===== src/ccs_pkg.sv =====
package ccs_pkg;
   localparam int NBUF = 32;
   localparam logic [3:0] ADDR_CORE_CTRL = 4'h0;
   localparam logic [3:0] ADDR_TX_PEND = 4'h1;
   localparam logic [3:0] ADDR_TX_ADD = 4'h2;
   localparam logic [3:0] ADDR_TX_CANCEL = 4'h3;
   localparam logic [3:0] ADDR_TX_DONE = 4'h4;
   localparam logic [3:0] ADDR_CFG = 4'h5;
   localparam int BIT_INIT = 0;
   localparam int BIT_CCE = 1;
   localparam int BIT_CSR = 4;
   localparam int BIT_CSA = 3;
   localparam logic [31:0] CFG_RESET = 32'h0000_0000;
   localparam logic [7:0] TX_FRAME_CYCLES = 8'h3f;
   localparam logic [31:0] DEAD_DATA = 32'hdead_beef;
   typedef enum logic [1:0] {CCS_IDLE, CCS_SCAN, CCS_SEND} ccs_state_t;
endpackage


===== src/ccs_sync.sv =====
`timescale 1ns/1ps
module ccs_sync
   import ccs_pkg::*;
(
   input wire logic mclk_i,
   input wire logic rstn_i,
   input wire logic ce_i,
   input wire logic d_i,
   output logic q_o
);
   logic s1_ff, s2_ff, s3_ff;
   // Change accepted only when stages two and three agree
   always_ff @(posedge mclk_i or negedge rstn_i)
      if (!rstn_i)
      begin
         s1_ff <= 1'b1;
         s2_ff <= 1'b1;
         s3_ff <= 1'b1;
         q_o <= 1'b1;
      end
      else if (ce_i)
      begin
         s1_ff <= d_i;
         s2_ff <= s1_ff;
         s3_ff <= s2_ff;
         if (s2_ff == s3_ff)
            q_o <= s3_ff;
      end
endmodule // ccs_sync


===== src/ccs_top.sv =====
// Chosen here: the Avalon-MM register port and the register offsets.
`timescale 1ns/1ps
// Behaviour
// - While running, the transmit handler keeps scanning the buffers for outstanding requests.
// - Each outstanding request has its own pending bit, and the scan picks candidates from those bits.
// - Writing a one into the add-request register sets that pending bit unless config change is enabled, and the transmission starts once init is clear.
// - On a clock stop request the device, once idle, sets both the init and clock stop acknowledge bits.
// - Init reads zero only after the device has really left initialization.
// - With configuration change enabled, protected configuration writes are accepted.
module ccs_top
   import ccs_pkg::*;
(
   input wire logic mclk_i,
   input wire logic rstn_i,
   input wire logic ce_i,
   input wire logic [3:0] avs_address_i,
   input wire logic avs_read_i,
   input wire logic avs_write_i,
   input wire logic [31:0] avs_writedata_i,
   output logic [31:0] avs_readdata_o,
   output logic avs_waitrequest_o,
   input wire logic can_rx_i,
   output logic can_tx_o,
   output logic [31:0] cfg_o
);
   logic ack_ff;
   logic init_ff;
   logic cce_ff;
   logic csr_ff;
   logic csa_ff;
   wire [NBUF-1:0] pend_ff;
   wire [NBUF-1:0] done_ff;
   logic [31:0] cfg_ff;
   logic [4:0] idx_ff;
   logic [7:0] cnt_ff;
   ccs_state_t st_ff;

   logic [31:0] nxt_rdata;
   logic rx_s;
   logic busy;
   logic wr;
   logic rd;

   logic ctl_wr;
   logic add_wr;
   logic cancel_wr;
   logic done_wr;
   logic cfg_wr;
   logic stop_ok;
   logic fin;
   logic last_idx;
   logic cnt_zero;

   ccs_sync u_rx_sync (
      .mclk_i(mclk_i),
      .rstn_i(rstn_i),
      .ce_i(ce_i),
      .d_i(can_rx_i),
      .q_o(rx_s)
   );

   // One wait cycle per access: the read mux is registered on the first edge,
   // and a write lands only on the edge where waitrequest is seen low
   assign avs_waitrequest_o = (avs_read_i | avs_write_i) & ~ack_ff;
   assign wr = avs_write_i & ack_ff & ce_i;
   assign rd = avs_read_i & ~ack_ff & ce_i;

   assign ctl_wr = wr && (avs_address_i == ADDR_CORE_CTRL);
   assign add_wr = wr && (avs_address_i == ADDR_TX_ADD) && !cce_ff;
   assign cancel_wr = wr && (avs_address_i == ADDR_TX_CANCEL);
   assign done_wr = wr && (avs_address_i == ADDR_TX_DONE);
   assign cfg_wr = wr && (avs_address_i == ADDR_CFG) && init_ff && cce_ff;

   assign busy = (st_ff != CCS_IDLE);
   assign stop_ok = csr_ff && !busy && !csa_ff;
   assign cnt_zero = (cnt_ff == 8'h00);
   assign last_idx = (idx_ff == 5'h1f);
   assign fin = (st_ff == CCS_SEND) && cnt_zero && rx_s;
   assign cfg_o = cfg_ff;

   // Ack drops on the accept edge, so a held request is served again every second cycle
   always_ff @(posedge mclk_i or negedge rstn_i)
      if (!rstn_i)
         ack_ff <= 1'b0;
      else if (ce_i)
         ack_ff <= (avs_read_i | avs_write_i) & ~ack_ff;

   always_comb
   begin
      nxt_rdata = 32'h0000_0000;
      case (avs_address_i)
         ADDR_CORE_CTRL:
         begin
            nxt_rdata[BIT_INIT] = init_ff;
            nxt_rdata[BIT_CCE] = cce_ff;
            nxt_rdata[BIT_CSA] = csa_ff;
            nxt_rdata[BIT_CSR] = csr_ff;
         end
         ADDR_TX_PEND:
            nxt_rdata = pend_ff;
         ADDR_TX_DONE:
            nxt_rdata = done_ff;
         ADDR_CFG:
            nxt_rdata = cfg_ff;
         ADDR_TX_ADD, ADDR_TX_CANCEL:
            nxt_rdata = 32'h0000_0000;
         default:
            nxt_rdata = DEAD_DATA;
      endcase
   end

   // Registered so the data already stands at the edge that completes the read
   always_ff @(posedge mclk_i or negedge rstn_i)
      if (!rstn_i)
         avs_readdata_o <= 32'h0000_0000;
      else if (rd)
         avs_readdata_o <= nxt_rdata;

   // Stop request follows the last core control write
   always_ff @(posedge mclk_i or negedge rstn_i)
      if (!rstn_i)
         csr_ff <= 1'b0;
      else if (ce_i && ctl_wr)
         csr_ff <= avs_writedata_i[BIT_CSR];

   // Init starts set; it cannot be left while a stop is still requested, and the
   // single write that enables config change and drops an acknowledged stop keeps it set
   always_ff @(posedge mclk_i or negedge rstn_i)
      if (!rstn_i)
         init_ff <= 1'b1;
      else if (ce_i)
      begin
         if (ctl_wr)
         begin
            if (!avs_writedata_i[BIT_CSR])
               init_ff <= avs_writedata_i[BIT_INIT] | (csa_ff & avs_writedata_i[BIT_CCE]);
         end
         else if (stop_ok)
            init_ff <= 1'b1;
      end

   // Acknowledge is raised only once the handler has gone idle
   always_ff @(posedge mclk_i or negedge rstn_i)
      if (!rstn_i)
         csa_ff <= 1'b0;
      else if (ce_i)
      begin
         if (ctl_wr)
         begin
            if (!avs_writedata_i[BIT_CSR])
               csa_ff <= 1'b0;
         end
         else if (stop_ok)
            csa_ff <= 1'b1;
      end

   // Enable only holds while init is set
   always_ff @(posedge mclk_i or negedge rstn_i)
      if (!rstn_i)
         cce_ff <= 1'b0;
      else if (ce_i)
      begin
         if (!init_ff)
            cce_ff <= 1'b0;
         else if (ctl_wr)
            cce_ff <= avs_writedata_i[BIT_CCE];
      end

   // Protected configuration
   always_ff @(posedge mclk_i or negedge rstn_i)
      if (!rstn_i)
         cfg_ff <= CFG_RESET;
      else if (cfg_wr)
         cfg_ff <= avs_writedata_i;

   // Scan finishes before init can freeze it, so enabling cce mid-scan cannot stall the handler
   always_ff @(posedge mclk_i or negedge rstn_i)
      if (!rstn_i)
         st_ff <= CCS_IDLE;
      else if (ce_i)
         case (st_ff)
            CCS_IDLE:
               if (!init_ff && |pend_ff)
                  st_ff <= CCS_SCAN;
            CCS_SCAN:
               if (pend_ff[idx_ff])
                  st_ff <= CCS_SEND;
               else if (last_idx)
                  st_ff <= CCS_IDLE;
            CCS_SEND:
               if (cnt_zero || !pend_ff[idx_ff])
                  st_ff <= CCS_IDLE;
            default:
               st_ff <= CCS_IDLE;
         endcase

   // Buffer index walks one step per cycle while no candidate is found
   always_ff @(posedge mclk_i or negedge rstn_i)
      if (!rstn_i)
         idx_ff <= 5'h00;
      else if (ce_i)
         case (st_ff)
            CCS_IDLE:
               idx_ff <= 5'h00;
            CCS_SCAN:
               if (!pend_ff[idx_ff] && !last_idx)
                  idx_ff <= idx_ff + 5'h01;
            default:
               idx_ff <= idx_ff;
         endcase

   // Frame length counter
   always_ff @(posedge mclk_i or negedge rstn_i)
      if (!rstn_i)
         cnt_ff <= 8'h00;
      else if (ce_i)
         case (st_ff)
            CCS_SCAN:
               if (pend_ff[idx_ff])
                  cnt_ff <= TX_FRAME_CYCLES;
            CCS_SEND:
               if (!cnt_zero && pend_ff[idx_ff])
                  cnt_ff <= cnt_ff - 8'h01;
            default:
               cnt_ff <= cnt_ff;
         endcase

   // Line rests recessive outside a frame and as soon as a frame is cancelled
   always_ff @(posedge mclk_i or negedge rstn_i)
      if (!rstn_i)
         can_tx_o <= 1'b1;
      else if (ce_i)
      begin
         if (st_ff == CCS_SEND && !cnt_zero && pend_ff[idx_ff])
            can_tx_o <= cnt_ff[0];
         else
            can_tx_o <= 1'b1;
      end

   // One pending flop per buffer; an add in the same cycle as a completion
   // or a cancel wins, so a fresh request is never lost
   for (genvar b = 0; b < NBUF; b++)
   begin : g_pend
      logic pnd_ff;
      logic hit;
      logic add_b;
      logic cancel_b;
      assign hit = fin && (idx_ff == 5'(b));
      assign add_b = add_wr && avs_writedata_i[b];
      assign cancel_b = cancel_wr && avs_writedata_i[b];
      assign pend_ff[b] = pnd_ff;

      always_ff @(posedge mclk_i or negedge rstn_i)
         if (!rstn_i)
            pnd_ff <= 1'b0;
         else if (ce_i)
         begin
            if (add_b)
               pnd_ff <= 1'b1;
            else if (hit || cancel_b)
               pnd_ff <= 1'b0;
         end
   end

   // One done flop per buffer; a completion beats a software clear in the same cycle
   for (genvar b = 0; b < NBUF; b++)
   begin : g_done
      logic dn_ff;
      logic hit;
      logic add_b;
      logic clr_b;
      assign hit = fin && (idx_ff == 5'(b));
      assign add_b = add_wr && avs_writedata_i[b];
      assign clr_b = done_wr && avs_writedata_i[b];
      assign done_ff[b] = dn_ff;

      always_ff @(posedge mclk_i or negedge rstn_i)
         if (!rstn_i)
            dn_ff <= 1'b0;
         else if (ce_i)
         begin
            if (add_b)
               dn_ff <= 1'b0;
            else if (hit)
               dn_ff <= 1'b1;
            else if (clr_b)
               dn_ff <= 1'b0;
         end
   end
endmodule // ccs_top


===== config.mk =====
export PLATFORM = sky130hd
export DESIGN_NAME = ccs_top
export DESIGN_NICKNAME = d
export VERILOG_FILES = /design/src/ccs_pkg.sv /design/src/ccs_sync.sv /design/src/ccs_top.sv
export SDC_FILE = /design/constraint.sdc
export NUM_CORES = 1
export LEC_CHECK = 0
export BUFFER_PORTS_ARGS = -buffer_cell sky130_fd_sc_hd__buf_2
export CORE_UTILIZATION = 41
export CTS_BUF_LIST = sky130_fd_sc_hd__clkbuf_2 sky130_fd_sc_hd__clkbuf_4 sky130_fd_sc_hd__clkbuf_8
export DETAILED_ROUTE_END_ITERATION = 8
export GPL_TIMING_DRIVEN = 0
export HOLD_SLACK_MARGIN = 0.06
export MAX_ROUTING_LAYER = met4
export PLACE_DENSITY_LB_ADDON = 0.12
export SYNTH_ARGS = -nofsm -noshare
export SYNTH_HDL_FRONTEND = slang
export SYNTH_HIERARCHICAL = 1
export SYNTH_SLANG_ARGS = --single-unit

===== constraint.sdc =====
create_clock -name mclk_i -period 5.9 [get_ports mclk_i]
set_input_delay 0.59 -clock mclk_i [delete_from_list [all_inputs] [get_ports mclk_i]]
set_output_delay 0.59 -clock mclk_i [all_outputs]
set_load 0.05 [all_outputs]

==> results.py <==
metrics = {
    "sta": {
        "slew_violations": 0,
        "hold_viol": 0,
        "tns_ns": 0,
        "rsz0062_at_grt": "false",
        "min_period_over_period_pct": 45.9,
        "fin_crit_ns": 2.71,
        "setup_viol": 0,
        "slew_headroom_pct": 13.6,
        "tightest_slew_ns": 1.28,
        "fmax_mhz": 369,
        "clock_skew_ns": 0.0197,
    },
    "clock_network": {
        "ctsResizeCount": 0,
        "clk_pin_slew_ns": 0.09,
        "clockRootBuffer": "clkbuf_8",
        "numClockSinks": 153,
        "clk_latency_ns": 0.48,
        "cts_htree_levels": 4,
        "cts_inserted_buffers": 17,
        "clockBufferDepth": 2,
        "tritoncts": "yes",
    },
    "detailed_routing": {
        "drc_errors": 0,
        "viasPerCell": 6.18,
        "drtIter0Drc": 831,
        "wl_per_cell_um": 23.1,
        "dr.pass1.iters": 6,
        "ant_nets": 0,
        "vias": 7371,
        "wl_um": 27600,
    },
    "final_layout": {
        "areaGrowthSynthToFinish_pct": 16.2,
        "drive_gt1_share_pct": 22.6,
        "nNetsFinal": 971,
        "diodes": 0,
    },
    "global_route": {
        "grt_pass1_vias": 7040,
        "grt_pass1_wl_um": 42300,
        "antenna_found_initial": 0,
        "grt_max_degree": 94,
        "grt-ovfl-total": 0,
        "gr-usage-all-layers_pct": 29.1,
    },
    "power_and_ir_drop": {
        "ir_drop_v": 0.000216,
        "power_density_mw_per_mm2": 351,
        "power.total_uw": 3280,
        "p_leak_uw": 0.00420,
    },
    "worst_setup_path": {
        "cp.arrival_ns": 3.12,
        "cp.required_ns": 6.31,
        "startpoint_type": "register",
        "crit_fanout": 10,
        "crit_type": "register to register",
        "end_kind": "register",
    },
    "run_status": {
        "status": "complete, no violations",
    },
    "logic_synthesis": {
        "async_flop_share_pct": 100,
        "ys.flop_type": "dfrtp_1",
        "syn_avg_cell_area_um2": 10.1,
        "synth_nets": 845,
        "synthCells": 795,
        "synthDistinctLibCells": 67,
        "ys_ff_latch": 153,
        "ys_warn_count": 6,
        "synth_edf_count": 0,
        "ys_seq_area_share_pct": 47.7,
        "netlist_area_mm2": 0.00804,
    },
    "floorplanning": {
        "coreArea_mm2": 0.0190,
        "start_util_pct": 42.4,
        "die_w_um": 142,
        "die-area_mm2": 0.0202,
        "rows": 50,
        "ios": 108,
        "die_y_um": 142,
    },
    "place": {
        "post-dp-hpwl_um": 19600,
        "gp_congestion": 0.940,
        "port_buffers": 105,
    },
    "hold_path": {
        "min_path_type": "input port to register",
    },
    "flow_run": {
        "cap_violations": 0,
    },
}
==> per-stage QoR <==
stage                     hold slack (ns)  std cells  instance area, µm²  setup WS [ns]  utilization (%)
after global routing                0.324       1193                9350           3.09             49.3
final                               0.345       1193                9350           3.19             49.3
after detailed placement            0.466       1161                8930           2.81             47.1
after global placement              0.459       1160                8890           1.83             46.9
after floorplan                     0.294        795                8040           3.70                -
after CTS                           0.340       1193                9350           3.30             49.3
==> state kept, by name (all words and copies together) (netlist names), 2 cells and up <==
| signal | cells |
|---|---|
| cnt_ff | 8 |
| st_ff | 2 |
| g_done.dn_ff | 32 |
| idx_ff | 5 |
| avs_readdata_o | 32 |
| cfg_o | 32 |
| g_pend.pnd_ff | 32 |
==> cell usage in the layout, fill, tap and decap left out, types with 4 or more instances in the layout <==
master    netlist  final
a21oi_1        62     62
a221oi_1       24     24
a222oi_1        7      7
a22o_1         36     36
a31oi_1        33     33
a32o_1         26     26
and2_1          7      7
and3_1         29     29
and4_1          5      5
buf_2           5    109
buf_4           4      4
clkbuf_1       56     56
clkbuf_8        0     18
clkinv_2        0      4
dfrtp_1       147    147
dfstp_2         6      6
ha_1            8      8
inv_1           9      9
mux2_2         37     37
mux2i_1        17     17
mux4_2          4      4
nand2_1        78     78
nand3_1         7      7
nand4_1         4      4
nor2_1         48     48
nor3_1          5      5
nor4_1         15     15
o21ai_0        47     47
o22a_1          5      5
or4_1           4      4
==> where the power goes <==
group	internal, µW	switching (µW)	total (µW)	leakage [µW]
Sequential	1190	150	1340	0.00197
Combinational	339	747	1090	0.00203
Clock	430	422	852	0.000201
==> critical path, stage by stage, from the launching register on <==
cell and delay (ns):
dfrtp_1 0.41, and3_1 0.27, nand2_1 0.09, nor4b_1 1.03, clkbuf_1 0.60, a22o_1 0.25
==> timing repair <==
action / in CTS / in global routing
endpoints found under the setup margin: 0 / 0
endpoints found under the hold margin: 3 / 0
hold buffers: 1 / 0
buffers inserted: 0 / 0
==> cell type report <==
| type | count | area [µm²] |
|---|---|---|
| Buffer | 69 | 312 |
| Clock buffer | 19 | 255 |
| Clock inverter | 12 | 150 |
| Fill cell | 1830 | 9610 |
| Inverter | 11 | 41.3 |
| Multi-Input combinational cell | 562 | 3850 |
| Sequential cell | 153 | 3840 |
| Tap cell | 260 | 325 |
| Timing Repair Buffer | 107 | 573 |
==> kinds of logic after synthesis <==
logic type | after synthesis | share of synthesized area, %
AND/OR/NAND/NOR | 223 | 13.9
buffers and inverters | 80 | 4.39
multiplexers | 59 | 8.56
adder cells (fa/ha/maj) | 8 | 1.24
flip-flops | 153 | 47.7
AO/OA/AOI/OAI | 272 | 24.2
==> final timing paths <==
path	startpoint	to	slack (ns)	cells past startpoint
setup / recovery	ack_ff$_DFFE_PN0P_	g_pend[26].pnd_ff$_DFFE_PN0P_	3.19	5
hold / removal	avs_writedata_i[15]	g_done[15].dn_ff$_DFFE_PN0P_	0.34	2
setup reg to reg	ack_ff$_DFFE_PN0P_	g_pend[26].pnd_ff$_DFFE_PN0P_	3.19	5
hold reg to reg	avs_readdata_o[20]$_DFFE_PN0P_	avs_readdata_o[20]$_DFFE_PN0P_	0.48	2
max in group asynchronous	rstn_i	can_tx_o$_DFFE_PN1P_	4.42	3
min in group asynchronous	rstn_i	avs_readdata_o[9]$_DFFE_PN0P_	0.63	2
==> Yosys cell counts (5+ instances only) <==
library cell  number  area (µm²)
a31oi_1           33         206
a221oi_1          24         210
mux2_2            37         417
nand2_1           78         293
and3_1            29         181
and2_1             7        43.8
dfstp_2            6         158
dfrtp_1          147        3680
nor4_1            15        93.8
and4_1             5        43.8
a21oi_1           62         310
nand3_1            7        35.0
buf_2              5        25.0
o22a_1             5        43.8
clkbuf_1          56         210
o21ai_0           47         235
a222oi_1           7        70.1
a22o_1            36         315
nor3_1             5        25.0
a32o_1            26         260
ha_1               8         100
mux2i_1           17         170
nor2_1            48         180
inv_1              9        33.8
==> routing by layer <==
| metal | track usage (%) | part of all wire (%) | vias to the layer above |
|---|---|---|---|
| met1 | 40.0 | 45 | 3684 |
| met4 | 7.70 | 1.8 | 0 |
| met5 | - | 0 | - |
| li1 | - | - | 3305 |
| met3 | 6.70 | 7.5 | 41 |
| met2 | 43.2 | 45 | 341 |
Note: power is estimated with default switching activity, not from simulation.
